`src/shared/dps_consts.vh`:
```
// Constants for the drive protection supervisor: register offsets,
// reset values, setting ranges and time bases.
// Assumes a 100 MHz ref_clk and 0.1 % scaled current and voltage samples.
`ifndef DPS_CONSTS_VH
`define DPS_CONSTS_VH
// Time base
`define DPS_CLK_NS       10
`define DPS_MS_NS        1000000
`define DPS_DS_PER_MS    7'h63
`define DPS_MINUTE_DS    10'h258
`define DPS_KEY_GAP_DS   10'h014
// Register byte offsets
`define DPS_OFF_CTRL     8'h00
`define DPS_OFF_PREALM   8'h04
`define DPS_OFF_LIMIT    8'h08
`define DPS_OFF_STALL    8'h0C
`define DPS_OFF_PHASE    8'h10
`define DPS_OFF_RETRY    8'h14
`define DPS_OFF_STATUS   8'h18
`define DPS_OFF_FCLR     8'h1C
// Reset values
`define DPS_CTRL_RST     6'h05
`define DPS_PA_LVL_RST   16'h0640
`define DPS_PA_TIM_RST   16'h0258
`define DPS_LIM_HD_RST   16'h00A0
`define DPS_LIM_LD_RST   16'h0078
`define DPS_CONF_RST     16'h0032
`define DPS_STALL_HI_RST 16'h0578
`define DPS_STALL_LO_RST 16'h04B0
`define DPS_INB_RST      16'h0064
`define DPS_INT_RST      16'h000A
`define DPS_OUTB_RST     16'h0001
`define DPS_OUTT_RST     16'h0014
`define DPS_RCNT_RST     16'h0000
`define DPS_RINT_RST     16'h0032
// Setting ranges
`define DPS_PA_LVL_MIN   16'h00C8
`define DPS_PA_LVL_MAX   16'h07D0
`define DPS_PA_TIM_MAX   16'h0258
`define DPS_LIM_HD_MIN   16'h001E
`define DPS_LIM_HD_MAX   16'h00B4
`define DPS_LIM_LD_MIN   16'h003C
`define DPS_LIM_LD_MAX   16'h008C
`define DPS_CONF_MAX     16'h00C8
`define DPS_STALL_MIN    16'h044C
`define DPS_STALL_MAX    16'h05DC
`define DPS_PCT_MAX      16'h0064
`define DPS_INT_MIN      16'h0002
`define DPS_INT_MAX      16'h00FF
`define DPS_OUTT_MAX     16'h00C8
`define DPS_RCNT_MAX     16'h000A
`define DPS_RINT_MIN     16'h0014
`define DPS_RINT_MAX     16'h00C8
// Fixed hardware limit, 230.0 %
`define DPS_HW_LIMIT     12'h8FC
// Fault vector bits
`define DPS_F_MOL        0
`define DPS_F_IOL        1
`define DPS_F_OV         2
`define DPS_F_OC         3
`define DPS_F_GF         4
`define DPS_F_INPH       5
`define DPS_F_OUTPH      6
`define DPS_F_SHORT      7
`define DPS_AUTO_MASK    8'h1C
`endif

```
`src/dps_supervisor.v`:
```
// Drive protection supervisor: thresholds, timers, faults, retry, run guard.
// Assumes synchronous sensing inputs, APB register access, 100 MHz clock.
// Overview of operation
// - Thermal trip blocks output, reports motor overload
// - Pre-alarm level 20.0 to 200.0, default 160.0
// - Pre-alarm after continuous overcurrent for detect time
// - Current dropping below threshold clears pre-alarm timer
// - Limit mode 0 off,1 ramps,2 always,3 reduce
// - Limit level range depends on duty rating
// - Modes 1,2 freeze frequency while limiting on ramps
// - Mode 2 constant speed limiting lowers frequency
// - Mode 3 reduces after confirm time elapses
// - Decel limiting over one minute: inverter overload
// - Two stop presses two seconds apart: overload while decel limiting, over-voltage while stalling
// - Over-voltage during decel holds frequency when enabled
// - Stall point 110.0 to 150.0, rating default
// - Stall over one minute reports over-voltage, coast
// - Input phase loss by benchmark and seconds
// - Output phase loss by benchmark and tenths
// - Analog alarms shown only when enabled
// - Only OC, OV, ground faults auto reset
// - Output blocked during retry, then restart
// - Power-up guard reads ctrl bit 4 at its reset value 0, so a power-up run command is never ignored
// - Source change needs fresh run command
// - Hardware limit fixed at 230.0 percent
`timescale 1ns/1ps
`include "dps_consts.vh"
module dps_supervisor #(
	parameter MS_CYCLES  = `DPS_MS_NS / `DPS_CLK_NS,
	parameter HEAVY_DUTY = 1,
	parameter V380       = 1
) (
	input  wire        ref_clk,
	input  wire        rst_n,
	input  wire        psel,
	input  wire        penable,
	input  wire        pwrite,
	input  wire [7:0]  paddr,
	input  wire [31:0] pwdata,
	output reg  [31:0] prdata,
	output wire        pready,
	output wire        pslverr,
	input  wire        sample_valid,
	input  wire [11:0] out_current,
	input  wire [10:0] bus_voltage,
	input  wire [6:0]  in_imbalance,
	input  wire [6:0]  out_imbalance,
	input  wire        accel,
	input  wire        decel,
	input  wire        thermal_trip,
	input  wire        oc_event,
	input  wire        gf_event,
	input  wire        short_event,
	input  wire        analog_one_bad,
	input  wire        analog_two_bad,
	input  wire        stop_key,
	input  wire        run_cmd,
	input  wire        source_change,
	output reg         pwm_block,
	output reg         coast_stop,
	output reg         freq_hold,
	output reg         freq_reduce,
	output reg         hw_limit,
	output reg         overload_prealarm_flag,
	output reg         analog_one_alarm,
	output reg         analog_two_alarm,
	output reg  [7:0]  fault_flags,
	output reg         run_enable,
	output reg         decel_to_stop,
	output reg         restart_pulse
);
	// Clamp a written setting into its legal range
	function [15:0] clampv;
		input [15:0] v;
		input [15:0] lo;
		input [15:0] hi;
		begin
			clampv = (v < lo) ? lo : ((v > hi) ? hi : v);
		end
	endfunction

	wire [31:0] ms_last_w = MS_CYCLES - 1;     // Truncated below
	wire [15:0] lim_min = HEAVY_DUTY ? `DPS_LIM_HD_MIN : `DPS_LIM_LD_MIN;
	wire [15:0] lim_max = HEAVY_DUTY ? `DPS_LIM_HD_MAX : `DPS_LIM_LD_MAX;
	reg  [5:0]  ctrl_q;       // Mode, stall en, analog en, guards
	reg  [15:0] pa_lvl_q;     // Pre-alarm level, 0.1 %
	reg  [15:0] pa_tim_q;     // Pre-alarm time, 0.1 s
	reg  [15:0] lim_lvl_q;    // Limit level, 1 %
	reg  [15:0] conf_q;       // Confirm time, ms
	reg  [15:0] stall_q;      // Stall point, 0.1 %
	reg  [15:0] inb_q;        // Input phase benchmark, %
	reg  [15:0] int_q;        // Input phase time, s
	reg  [15:0] outb_q;       // Output phase benchmark, %
	reg  [15:0] outt_q;       // Output phase time, 0.1 s
	reg  [15:0] rcnt_q;       // Retry count
	reg  [15:0] rint_q;       // Retry interval, 0.1 s
	reg  [11:0] cur_q;        // Latched current sample
	reg  [10:0] bus_q;        // Latched bus voltage sample
	reg  [16:0] ms_cnt_q;     // Cycle divider to 1 ms
	reg  [6:0]  ds_cnt_q;     // ms divider to 100 ms
	reg         tick_ms_q;
	reg         tick_ds_q;
	reg  [15:0] pa_cnt_q;     // Pre-alarm persistence
	reg  [15:0] conf_cnt_q;   // Mode 3 confirm, ms
	reg  [9:0]  dl_cnt_q;     // Decel limiting duration
	reg  [9:0]  st_cnt_q;     // Stall duration
	reg  [9:0]  key_cnt_q;    // Since first stop press
	reg         key_arm_q;    // First press seen
	reg  [15:0] inp_cnt_q;
	reg  [15:0] outp_cnt_q;
	reg         retry_q;      // Waiting out retry interval
	reg  [15:0] rwait_q;
	reg  [3:0]  rused_q;
	reg         init_q;       // Cleared after first cycle
	reg         armed_q;      // Run armed; cleared when a fresh run command is required
	reg         run_d1_q;

	wire [1:0]  mode     = ctrl_q[1:0];
	wire        stall_en = ctrl_q[2];
	wire        an_en    = ctrl_q[3];
	wire        pu_guard = ctrl_q[4];
	wire        sw_guard = ctrl_q[5];
	wire        wr       = psel & penable & pwrite;
	wire [15:0] wv       = pwdata[15:0];
	wire [15:0] wv_hi    = pwdata[31:16];
	wire        mapped   = (paddr[1:0] == 2'h0) && (paddr <= `DPS_OFF_FCLR);
	wire [15:0] lim_x10  = lim_lvl_q * 16'h000A;
	wire        ramp     = accel | decel;
	wire        over_pa  = {4'h0, cur_q} > pa_lvl_q;
	wire        lim_hit  = (mode != 2'h0) && ({4'h0, cur_q} >= lim_x10);
	wire        stall    = stall_en & decel & ({5'h00, bus_q} >= stall_q);
	wire        limiting = freq_hold | freq_reduce;
	wire        key_pair = stop_key & key_arm_q & (key_cnt_q >= `DPS_KEY_GAP_DS);
	wire        in_bad   = (inb_q != 16'h0000) &
	                       ({9'h000, in_imbalance} >= inb_q);
	wire        out_bad  = {9'h000, out_imbalance} >= outb_q;
	wire        run_rise = run_cmd & ~run_d1_q;
	wire        blocked  = (fault_flags != 8'h00) | retry_q;
	wire        f_clr    = wr && (paddr == `DPS_OFF_FCLR);
	wire [7:0]  clr_m    = f_clr ? pwdata[7:0] : 8'h00;
	reg  [7:0]  f_set;

	// APB: zero wait, errors on unaligned or unmapped offsets
	assign pready  = 1'b1;
	assign pslverr = psel & penable & ~mapped;

	// Register writes with range clamping
	always @(posedge ref_clk or negedge rst_n) begin
		if (!rst_n) begin
			ctrl_q   <= `DPS_CTRL_RST;
			pa_lvl_q <= `DPS_PA_LVL_RST;
			pa_tim_q <= `DPS_PA_TIM_RST;
			lim_lvl_q <= HEAVY_DUTY ? `DPS_LIM_HD_RST : `DPS_LIM_LD_RST;
			conf_q   <= `DPS_CONF_RST;
			stall_q  <= V380 ? `DPS_STALL_HI_RST : `DPS_STALL_LO_RST;
			inb_q    <= `DPS_INB_RST;
			int_q    <= `DPS_INT_RST;
			outb_q   <= `DPS_OUTB_RST;
			outt_q   <= `DPS_OUTT_RST;
			rcnt_q   <= `DPS_RCNT_RST;
			rint_q   <= `DPS_RINT_RST;
		end else if (wr) begin
			case (paddr)
				`DPS_OFF_CTRL: ctrl_q <= pwdata[5:0];
				`DPS_OFF_PREALM: begin
					pa_lvl_q <= clampv(wv, `DPS_PA_LVL_MIN,
					                   `DPS_PA_LVL_MAX);
					pa_tim_q <= clampv(wv_hi, 16'h0000,
					                   `DPS_PA_TIM_MAX);
				end
				`DPS_OFF_LIMIT: begin
					lim_lvl_q <= clampv(wv, lim_min, lim_max);
					conf_q <= clampv(wv_hi, 16'h0000, `DPS_CONF_MAX);
				end
				`DPS_OFF_STALL:
					stall_q <= clampv(wv, `DPS_STALL_MIN, `DPS_STALL_MAX);
				`DPS_OFF_PHASE: begin
					inb_q  <= clampv({8'h00, pwdata[7:0]}, 16'h0001,
					                 `DPS_PCT_MAX);
					int_q  <= clampv({8'h00, pwdata[15:8]}, `DPS_INT_MIN,
					                 `DPS_INT_MAX);
					outb_q <= clampv({8'h00, pwdata[23:16]}, 16'h0000,
					                 `DPS_PCT_MAX);
					outt_q <= clampv({8'h00, pwdata[31:24]}, 16'h0000,
					                 `DPS_OUTT_MAX);
				end
				`DPS_OFF_RETRY: begin
					rcnt_q <= clampv(wv, 16'h0000, `DPS_RCNT_MAX);
					rint_q <= clampv(wv_hi, `DPS_RINT_MIN, `DPS_RINT_MAX);
				end
				default: ;
			endcase
		end
	end

	// Read data captured in the setup phase, shown in the access phase
	always @(posedge ref_clk or negedge rst_n) begin
		if (!rst_n) begin
			prdata <= 32'h00000000;
		end else if (psel & ~penable & ~pwrite) begin
			case (paddr)
				`DPS_OFF_CTRL:   prdata <= {26'h0000000, ctrl_q};
				`DPS_OFF_PREALM: prdata <= {pa_tim_q, pa_lvl_q};
				`DPS_OFF_LIMIT:  prdata <= {conf_q, lim_lvl_q};
				`DPS_OFF_STALL:  prdata <= {16'h0000, stall_q};
				`DPS_OFF_PHASE:  prdata <= {outt_q[7:0], outb_q[7:0],
				                            int_q[7:0], inb_q[7:0]};
				`DPS_OFF_RETRY:  prdata <= {rint_q, rcnt_q};
				`DPS_OFF_STATUS: prdata <= {11'h000, rused_q, retry_q,
				                 run_enable, analog_two_alarm,
				                 analog_one_alarm, hw_limit, stall,
				                 freq_reduce, freq_hold,
				                 overload_prealarm_flag, fault_flags};
				default:         prdata <= 32'h00000000;
			endcase
		end
	end

	// Sample latch and 1 ms / 100 ms time base
	always @(posedge ref_clk or negedge rst_n) begin
		if (!rst_n) begin
			cur_q     <= 12'h000;
			bus_q     <= 11'h000;
			ms_cnt_q  <= 17'h00000;
			ds_cnt_q  <= 7'h00;
			tick_ms_q <= 1'b0;
			tick_ds_q <= 1'b0;
		end else begin
			if (sample_valid) begin
				cur_q <= out_current;
				bus_q <= bus_voltage;
			end
			tick_ms_q <= (ms_cnt_q == ms_last_w[16:0]);
			ms_cnt_q  <= (ms_cnt_q == ms_last_w[16:0]) ? 17'h00000 :
			             ms_cnt_q + 17'h00001;
			tick_ds_q <= tick_ms_q && (ds_cnt_q == `DPS_DS_PER_MS);
			if (tick_ms_q)
				ds_cnt_q <= (ds_cnt_q == `DPS_DS_PER_MS) ? 7'h00 :
				            ds_cnt_q + 7'h01;
		end
	end

	// Persistence timers; each restarts when its condition drops
	always @(posedge ref_clk or negedge rst_n) begin
		if (!rst_n) begin
			pa_cnt_q   <= 16'h0000;
			conf_cnt_q <= 16'h0000;
			dl_cnt_q   <= 10'h000;
			st_cnt_q   <= 10'h000;
			inp_cnt_q  <= 16'h0000;
			outp_cnt_q <= 16'h0000;
			key_cnt_q  <= 10'h000;
			key_arm_q  <= 1'b0;
		end else begin
			if (!over_pa)
				pa_cnt_q <= 16'h0000;
			else if (tick_ds_q && pa_cnt_q < pa_tim_q)
				pa_cnt_q <= pa_cnt_q + 16'h0001;
			if (!(lim_hit && mode == 2'h3))
				conf_cnt_q <= 16'h0000;
			else if (tick_ms_q && conf_cnt_q < conf_q)
				conf_cnt_q <= conf_cnt_q + 16'h0001;
			if (!(decel && limiting))
				dl_cnt_q <= 10'h000;
			else if (tick_ds_q && dl_cnt_q < `DPS_MINUTE_DS)
				dl_cnt_q <= dl_cnt_q + 10'h001;
			if (!stall)
				st_cnt_q <= 10'h000;
			else if (tick_ds_q && st_cnt_q < `DPS_MINUTE_DS)
				st_cnt_q <= st_cnt_q + 10'h001;
			if (!in_bad)
				inp_cnt_q <= 16'h0000;
			else if (tick_ds_q && inp_cnt_q < int_q * 16'h000A)
				inp_cnt_q <= inp_cnt_q + 16'h0001;
			if (!out_bad)
				outp_cnt_q <= 16'h0000;
			else if (tick_ds_q && outp_cnt_q < outt_q)
				outp_cnt_q <= outp_cnt_q + 16'h0001;
			// Stop key pairing only counts while limiting or stalling
			if (!((decel && limiting) || stall)) begin
				key_arm_q <= 1'b0;
				key_cnt_q <= 10'h000;
			end else if (stop_key && !key_pair) begin
				key_arm_q <= 1'b1;
				if (!key_arm_q)
					key_cnt_q <= 10'h000;
			end else if (tick_ds_q && key_cnt_q < `DPS_KEY_GAP_DS) begin
				key_cnt_q <= key_cnt_q + 10'h001;
			end
		end
	end

	// Fault set sources; a set in the clear cycle wins
	always @* begin
		f_set = 8'h00;
		f_set[`DPS_F_MOL]   = thermal_trip;
		f_set[`DPS_F_IOL]   = (dl_cnt_q >= `DPS_MINUTE_DS) |
		                      (key_pair & decel & limiting);
		f_set[`DPS_F_OV]    = (st_cnt_q >= `DPS_MINUTE_DS) |
		                      (key_pair & stall);
		f_set[`DPS_F_OC]    = oc_event;
		f_set[`DPS_F_GF]    = gf_event;
		f_set[`DPS_F_INPH]  = in_bad & (inp_cnt_q >= int_q * 16'h000A);
		f_set[`DPS_F_OUTPH] = out_bad & (outp_cnt_q >= outt_q);
		f_set[`DPS_F_SHORT] = short_event;
	end

	// Faults, automatic retry and output blocking
	always @(posedge ref_clk or negedge rst_n) begin
		if (!rst_n) begin
			fault_flags   <= 8'h00;
			retry_q       <= 1'b0;
			rwait_q       <= 16'h0000;
			rused_q       <= 4'h0;
			restart_pulse <= 1'b0;
			pwm_block     <= 1'b0;
			coast_stop    <= 1'b0;
		end else begin
			restart_pulse <= 1'b0;
			pwm_block     <= blocked | (f_set != 8'h00);
			coast_stop    <= blocked | (f_set != 8'h00);
			if (retry_q) begin
				// Output held blocked at zero frequency meanwhile
				if (f_set != 8'h00) begin
					fault_flags <= fault_flags | f_set;
					retry_q     <= 1'b0;
				end else if (tick_ds_q && rwait_q + 16'h0001 >= rint_q) begin
					fault_flags   <= fault_flags & ~`DPS_AUTO_MASK;
					retry_q       <= 1'b0;
					restart_pulse <= 1'b1;
				end else if (tick_ds_q) begin
					rwait_q <= rwait_q + 16'h0001;
				end
			end else begin
				fault_flags <= (fault_flags & ~clr_m) | f_set;
				// Only the auto class may retry, and only within count
				if ((f_set != 8'h00) && ((f_set & ~`DPS_AUTO_MASK) == 8'h00)
				    && ((fault_flags & ~`DPS_AUTO_MASK) == 8'h00)
				    && ({12'h000, rused_q} < rcnt_q)) begin
					retry_q <= 1'b1;
					rwait_q <= 16'h0000;
					rused_q <= rused_q + 4'h1;
				end
			end
			if (f_clr)
				rused_q <= 4'h0;
		end
	end

	// Limiting, stall hold, pre-alarm, hardware limit and alarms
	always @(posedge ref_clk or negedge rst_n) begin
		if (!rst_n) begin
			freq_hold              <= 1'b0;
			freq_reduce            <= 1'b0;
			hw_limit               <= 1'b0;
			overload_prealarm_flag <= 1'b0;
			analog_one_alarm       <= 1'b0;
			analog_two_alarm       <= 1'b0;
		end else begin
			freq_hold <= (lim_hit && ramp && (mode == 2'h1 ||
			             mode == 2'h2)) || stall;
			freq_reduce <= (lim_hit && !ramp && mode == 2'h2) ||
			               (lim_hit && mode == 2'h3 &&
			                conf_cnt_q >= conf_q);
			hw_limit <= (cur_q >= `DPS_HW_LIMIT);
			overload_prealarm_flag <= over_pa &&
			                          (pa_cnt_q >= pa_tim_q);
			analog_one_alarm <= an_en & analog_one_bad;
			analog_two_alarm <= an_en & analog_two_bad;
		end
	end

	// Run permission: power-up guard and command source guard
	always @(posedge ref_clk or negedge rst_n) begin
		if (!rst_n) begin
			init_q        <= 1'b1;
			armed_q       <= 1'b0;
			run_d1_q      <= 1'b0;
			run_enable    <= 1'b0;
			decel_to_stop <= 1'b0;
		end else begin
			init_q   <= 1'b0;
			run_d1_q <= run_cmd;
			if (init_q)
				armed_q <= ~(pu_guard & run_cmd);
			else if (source_change && sw_guard)
				armed_q <= 1'b0;
			else if (run_rise)
				armed_q <= 1'b1;
			if (source_change && sw_guard && run_enable)
				decel_to_stop <= 1'b1;
			else if (run_rise || !run_cmd)
				decel_to_stop <= 1'b0;
			run_enable <= ~init_q & run_cmd & ~blocked &
			              (armed_q | run_rise) &
			              ~(source_change & sw_guard);
		end
	end
endmodule

```
`config.mk`:
```
export PLATFORM = sky130hd
export DESIGN_NAME = dps_supervisor
export DESIGN_NICKNAME = d
export VERILOG_FILES = /design/src/dps_supervisor.v
export VERILOG_INCLUDE_DIRS = /design/src /design/src/shared
export SDC_FILE = /design/constraint.sdc
export NUM_CORES = 1
export LEC_CHECK = 0
export BUFFER_PORTS_ARGS = -buffer_cell sky130_fd_sc_hd__buf_2
export CORE_ASPECT_RATIO = 1.75
export CORE_MARGIN = 3
export CORE_UTILIZATION = 45
export DETAILED_ROUTE_END_ITERATION = 8
export HOLD_SLACK_MARGIN = 0.1
export PLACE_DENSITY = 0.74
export SLEW_MARGIN = 10
export SYNTH_ARGS = -nofsm -noshare
export SYNTH_HDL_FRONTEND = slang
export SYNTH_SLANG_ARGS = --single-unit
export TNS_END_PERCENT = 1
```
`constraint.sdc`:
```
create_clock -name ref_clk -period 6.6 [get_ports ref_clk]
set_input_delay 0 -clock ref_clk [delete_from_list [all_inputs] [get_ports ref_clk]]
set_output_delay 0 -clock ref_clk [all_outputs]
set_load 0.02 [all_outputs]
```
* Word-level counts from Yosys, hierarchy flattened *
Cells that the tools add are included.

operators by class
  $add $sub $neg = 11
  multipliers = 2
  magnitude comparators = 40
  eq/ne operators = 27
  muxes and demuxes = 63
  bitwise gates (word level) = 43
  reduce and logical (&&, ||, !) cells = 55

operators with widths
  kind                   number
  $mux 16                26
  $pmux 32 s7            1
  $add 16x1->16 const B  5
  $ge 16x16->1           5
  $mux 10                8
  $lt 16x16->1           4
  $mux 8                 8
  $eq 8x5->1 const B     4
  $ge 7x16->1            2
  $gt 16x11->1 const B   2
  $gt 16x8->1 const B    2
  $lt 16x1->1 const B    2
  $lt 16x5->1 const B    2
  $mul 16x3->15 const B  2
  $add 10x1->10 const B  3
  $logic_and 1x1->1      26
  $and 1x1->1            24
  $logic_not 8->1        3
  $ge 10x10->1 const B   2
  $lt 10x10->1 const B   2
  $ne 2x1->1 const B     9
  $add 17x1->17 const B  1
  $eq 17x17->1 const B   1
  $mux 17                1
  44 further kinds       96

storage, ports and cells
  register bits = 400
  bits of input ports = 94
  output and inout bits = 53
  word-level logic and storage cells = 286

* Longest topological paths before layout *
  depth in word-level cells = 12
  gate-level depth with buffers = 20
  mapped depth without buffers = 18

* Least setup slack after synthesis *
Ideal clock, no wire load.

  path type = register -> register
  start = register int_q[3]
  end = register fault_flags[3]
  setup time = 0.120 ns
  data arrival time = 3.934 ns
  data required time = 6.480 ns
  slack = 2.546 ns
  stages on the path, launching flop included = 19
  path buffers = 0
  period minus slack after synthesis = 4.054 ns
  cells stage by stage = dfstp_2 -> ha_1 -> ha_1 -> fa_1 -> a21oi_1 -> nor2_1 -> nor2_1 -> o21bai_1 -> a21oi_1 -> xor2_1 -> ha_1 -> nand4_1 -> nor4_1 -> or4_4 -> nor2_4 -> o221ai_4 -> nor4_4 -> nand3_1 -> a31o_2

on the way
  longest elaborated chain between the ends = 6
  elaborated cells between the ends (all ways) = 7
  classes of those cells = mul: 1; order compare: 1; eq/ne: 1; mux: 2; bitwise: 1; reduce/logical: 1

RTL lines
  item                    RTL line              source
  from (decl)             dps_supervisor.v:92   reg [15:0] int_q;
  from (signal assigned)  dps_supervisor.v:157  int_q <= `DPS_INT_RST;
  from (signal assigned)  dps_supervisor.v:180  int_q <= clampv({8'h00, pwdata[15:8]}, `DPS_INT_MIN,
  $mul 16x3->15 *         dps_supervisor.v:303  f_set[`DPS_F_INPH] = in_bad & (inp_cnt_q >= int_q * 16'h000A);
  $ge 16x16->1 *          dps_supervisor.v:303
  $and 1x1->1 *           dps_supervisor.v:303
  $reduce_bool 8->1 *     dps_supervisor.v:324  if (f_set != 8'h00) begin
  $mux 8                  dps_supervisor.v:324
  $mux 8                  dps_supervisor.v:322  if (retry_q) begin
  to (signal assigned)    dps_supervisor.v:325  fault_flags <= fault_flags | f_set;
  to (signal assigned)    dps_supervisor.v:328  fault_flags <= fault_flags & ~`DPS_AUTO_MASK;
  to (signal assigned)    dps_supervisor.v:335  fault_flags <= (fault_flags & ~clr_m) | f_set;
  to (decl)               dps_supervisor.v:67   output reg [7:0] fault_flags,

Mark *: on every way between the ends. The rest lies on a longest branch, timed or not. The select of a mux whose other input is x is not followed.
A chain may end at the register's enable or synchronous reset.

* Worst setup path in the final report *
  start = register int_q[3]
  end = register fault_flags[4]

The elaborated chain is that of the path after synthesis.

==> run summary <==
Outcome -> finished, final reports clean
Vias in the first global route -> 18184
Cell chain of the critical path -> ha_1 -> ha_1 -> fa_1 -> a21oi_1 -> nor2_1 -> nor2_1 -> o21bai_1 -> a21oi_1 -> xor2_1 -> ha_1 -> nand4_1 -> nor4_1 -> or4_4 -> nor2_4 -> o221ai_4 -> nor4_4 -> nand3_1 -> a31o_2 -> dlygate4sd3_1
Detailed Route Iter0 Violations -> 1588
Area growth syn-to-layout -> 17.6%
Final slew viol count -> 0
Fin crit share -> 76.1%
Final hold violations -> 0
Kind of critical path -> reg -> reg
Adder-cell share of the synthesized area -> 10.6%
Compound-cell area share of the yosys netlist -> 16.0%
Pre-CTS setup slack -> 1970 ps
Initial Utilization -> 45.7%
Post-layout worst setup margin -> 1580 ps
Layout Nets -> 2579
Cell Area, Synth -> 20400 um2
Worst Path Required -> 7020 ps
Clk root buf -> clkbuf_16
Top Registers -> prdata (32), ms_cnt_q (17)
Vias -> 17459
Post-DP HPWL -> 47.7 mm
Worst VDD drop -> 0.231 mV
Num CTS Buffers -> 36
Worst-path fanout max -> 6
Slowest stage delay, CP -> 560 ps
Number of fill cells in the layout -> 3843
PwrDens -> 203 nW/um2
FF/Latch Area -> 9250 um2
WL/cell -> 21.9 um
Row cnt -> 102
DRT Pass-1 Iters -> 6
Die area -> 47900 um2
Setup crit start kind -> register
Worst-Skew Late Latency -> 550 ps
CP max stage cell -> dfstp_2
Die span in x -> 167 um
Setup violators final -> 0
Leakage Power -> 11.4 nW
Slew HR -> 20.9%
XOR/XNOR Fraction of Synth Area -> 4.30%
Setup_tns -> 0 ps
Synth Register Bits -> 368
CTS H-Tree Depth -> 2
Simple-gate share of the synthesized area -> 17.1%
Commonest cells after routing, fill and taps aside -> dfrtp_1 (336), nand2_1 (195), nor2_1 (194)
Clk sinks -> 368
Core ar. -> 44500 um2
Routed WL -> 63.9 mm
Setup bufs post-CTS -> 0
RSZ-0062 raised after global routing -> false
Main combinational cell family by area after synthesis -> simple AND/OR/NAND/NOR gates
Total GRT Usage -> 26.1%
Worst endpoint data arrival time -> 5450 ps
Post-synth EDFFs -> 0
R2R cell count -> 19
Post-Synthesis Cells -> 2092
Yosys warns -> 0
Fmax -> 199 MHz
Worst Setup End Kind -> register
Final worst path period need -> 5020 ps
Async SR Flop Fraction -> 100%
DRC -> 0
Multi-input gate area -> 10300 um2
Max-cap violation count -> 0
Layout cell share with drive strength beyond 1 -> 13.6%
CTS clk-pin slew, worst paths -> 60 ps
Final Util -> 53.7%
Clk buf depth -> 3
Avg Inst Size Synth -> 9.73 um2
Die Y -> 287 um
Syn nets -> 2358
Placer Congestion -> 0.965
Boundary Pins -> 147
Hold Crit Depth -> 2
Max reg flops -> 32
Top reg by flops -> prdata
Antenna violations before repair -> 0
Worst-Margin Slew -> 1180 ps
Mux cell area share after synthesis -> 2.37%
Seq/Total Area, Yosys -> 45.4%
Cell mode on critical path -> ha_1
Largest net degree at the start of global routing -> 167
Grt ovf -> 0
TritonCTS clock tree -> yes
Antenna-violating nets left -> 0
Via/cell ratio -> 6.00
Skew final -> 34.6 ps
Ys flop type -> dfrtp_1
Worst min path class -> in -> reg
Reg2reg setup slack -> 1580 ps
Synth cell types -> 81
IO Port Bufs -> 145
Leading cell type in the layout, fill and taps excluded -> dfrtp_1
First-pass GRT wire length -> 99.0 mm
-- repair_timing --
item | 4_1_cts | 5_1_grt
hold endpoints to repair | 279 | 0
hold buffers | 98 | 0
resized for setup | 0 | 0
-- power by group --
part / total (mW) / leakage, nW / switching [mW] / internal, mW
registers: 2.32 / 4.66 / 0.0355 / 2.29
clock network: 2.22 / 0.605 / 0.924 / 1.29
logic: 0.321 / 6.09 / 0.193 / 0.128
-- logic make-up (layout without fill, tap and decap cells) --
family | after synthesis | after routing
AO/OA/AOI/OAI | 474 | 474
flip-flops | 368 | 368
buffers and inverters | 219 | 466
adder cells (fa/ha/maj) | 172 | 172
other | 2 | 3
multiplexers | 44 | 44
XOR/XNOR | 100 | 100
AND/OR/NAND/NOR | 713 | 713
-- final cells by class --
cell class                 count  area share, %
antenna                        1         0.0105
clock buffer                  47           4.11
clock inverter                17           1.07
inverter                     140           2.20
multi-input combinational   1505           43.1
sequential                   368           38.7
tap                          572           2.99
timing repair buffer         262           7.82
-- per-stage QoR --
step	hold WS, ps	total power, mW	instance area (um2)	std cells
after floorplan	-296	2.48	20400	2092
after global placement	164	2.63	21700	2749
after detailed placement	169	2.64	21700	2749
after CTS	101	4.89	23900	2911
after global routing	126	5.02	23900	2911
final	107	4.86	23900	2912
-- worst max-delay path, delay by kind of cell (launching register included) --
kind / cells / cell delay [ps]
flip-flops: 1 / 560
AND/OR/NAND/NOR: 8 / 1610
XOR/XNOR: 1 / 180
buffers and inverters: 1 / 550
AO/OA/AOI/OAI: 5 / 860
adder cells (fa/ha/maj): 4 / 1140
-- cells in the mapped netlist (4+ instances only) --
cell type | instances | area [um2]
a211o_1 | 7 | 61.3
a211oi_1 | 5 | 37.5
a21o_1 | 60 | 450
a21oi_1 | 100 | 500
a221oi_1 | 15 | 131
a222oi_1 | 30 | 300
a22o_1 | 25 | 219
a22oi_1 | 22 | 165
a31oi_1 | 16 | 100
a41oi_1 | 4 | 35.0
and2_1 | 26 | 163
and3_1 | 28 | 175
and4_1 | 8 | 70.1
clkbuf_1 | 71 | 267
dfrtp_1 | 336 | 8410
dfstp_2 | 32 | 841
ha_1 | 170 | 2130
inv_1 | 140 | 526
mux2_2 | 34 | 383
mux2i_1 | 10 | 100
nand2_1 | 195 | 732
nand2b_1 | 18 | 113
nand3_1 | 59 | 295
nand3b_1 | 5 | 37.5
nand4_1 | 28 | 175
nand4b_1 | 4 | 35.0
nor2_1 | 195 | 732
nor2b_1 | 33 | 206
nor3_1 | 45 | 225
nor3b_1 | 7 | 52.6
nor4_1 | 22 | 138
o2111ai_1 | 5 | 43.8
o211ai_1 | 8 | 60.1
o21a_1 | 13 | 97.6
o21ai_0 | 93 | 465
o21ai_1 | 12 | 60.1
o21bai_1 | 5 | 37.5
o22ai_1 | 4 | 25.0
o31ai_1 | 9 | 67.6
or2_2 | 6 | 37.5
or3_1 | 12 | 75.1
or4_1 | 9 | 67.6
xnor2_1 | 59 | 517
xor2_1 | 41 | 359
-- layer usage --
layer	vias up	track usage (%)	wire length, um	share of wire, %
met4	0	20.6	5970	9.3
met5	-	0	0	0
met2	755	47.0	32500	51
met3	271	3.54	3410	5.3
met1	8533	27.0	22000	34
li1	7900	-	-	-
-- worst paths after layout --
check	start	endpoint
max in group asynchronous	rst_n	ds_cnt_q[2]
min in group asynchronous	rst_n	cur_q[4]
hold / removal	sample_valid	bus_q[3]
hold reg to reg	ms_cnt_q[4]	ms_cnt_q[4]
setup / recovery	int_q[3]	fault_flags[4]
setup reg to reg	int_q[3]	fault_flags[4]
Power figures use the tool's default switching activity.
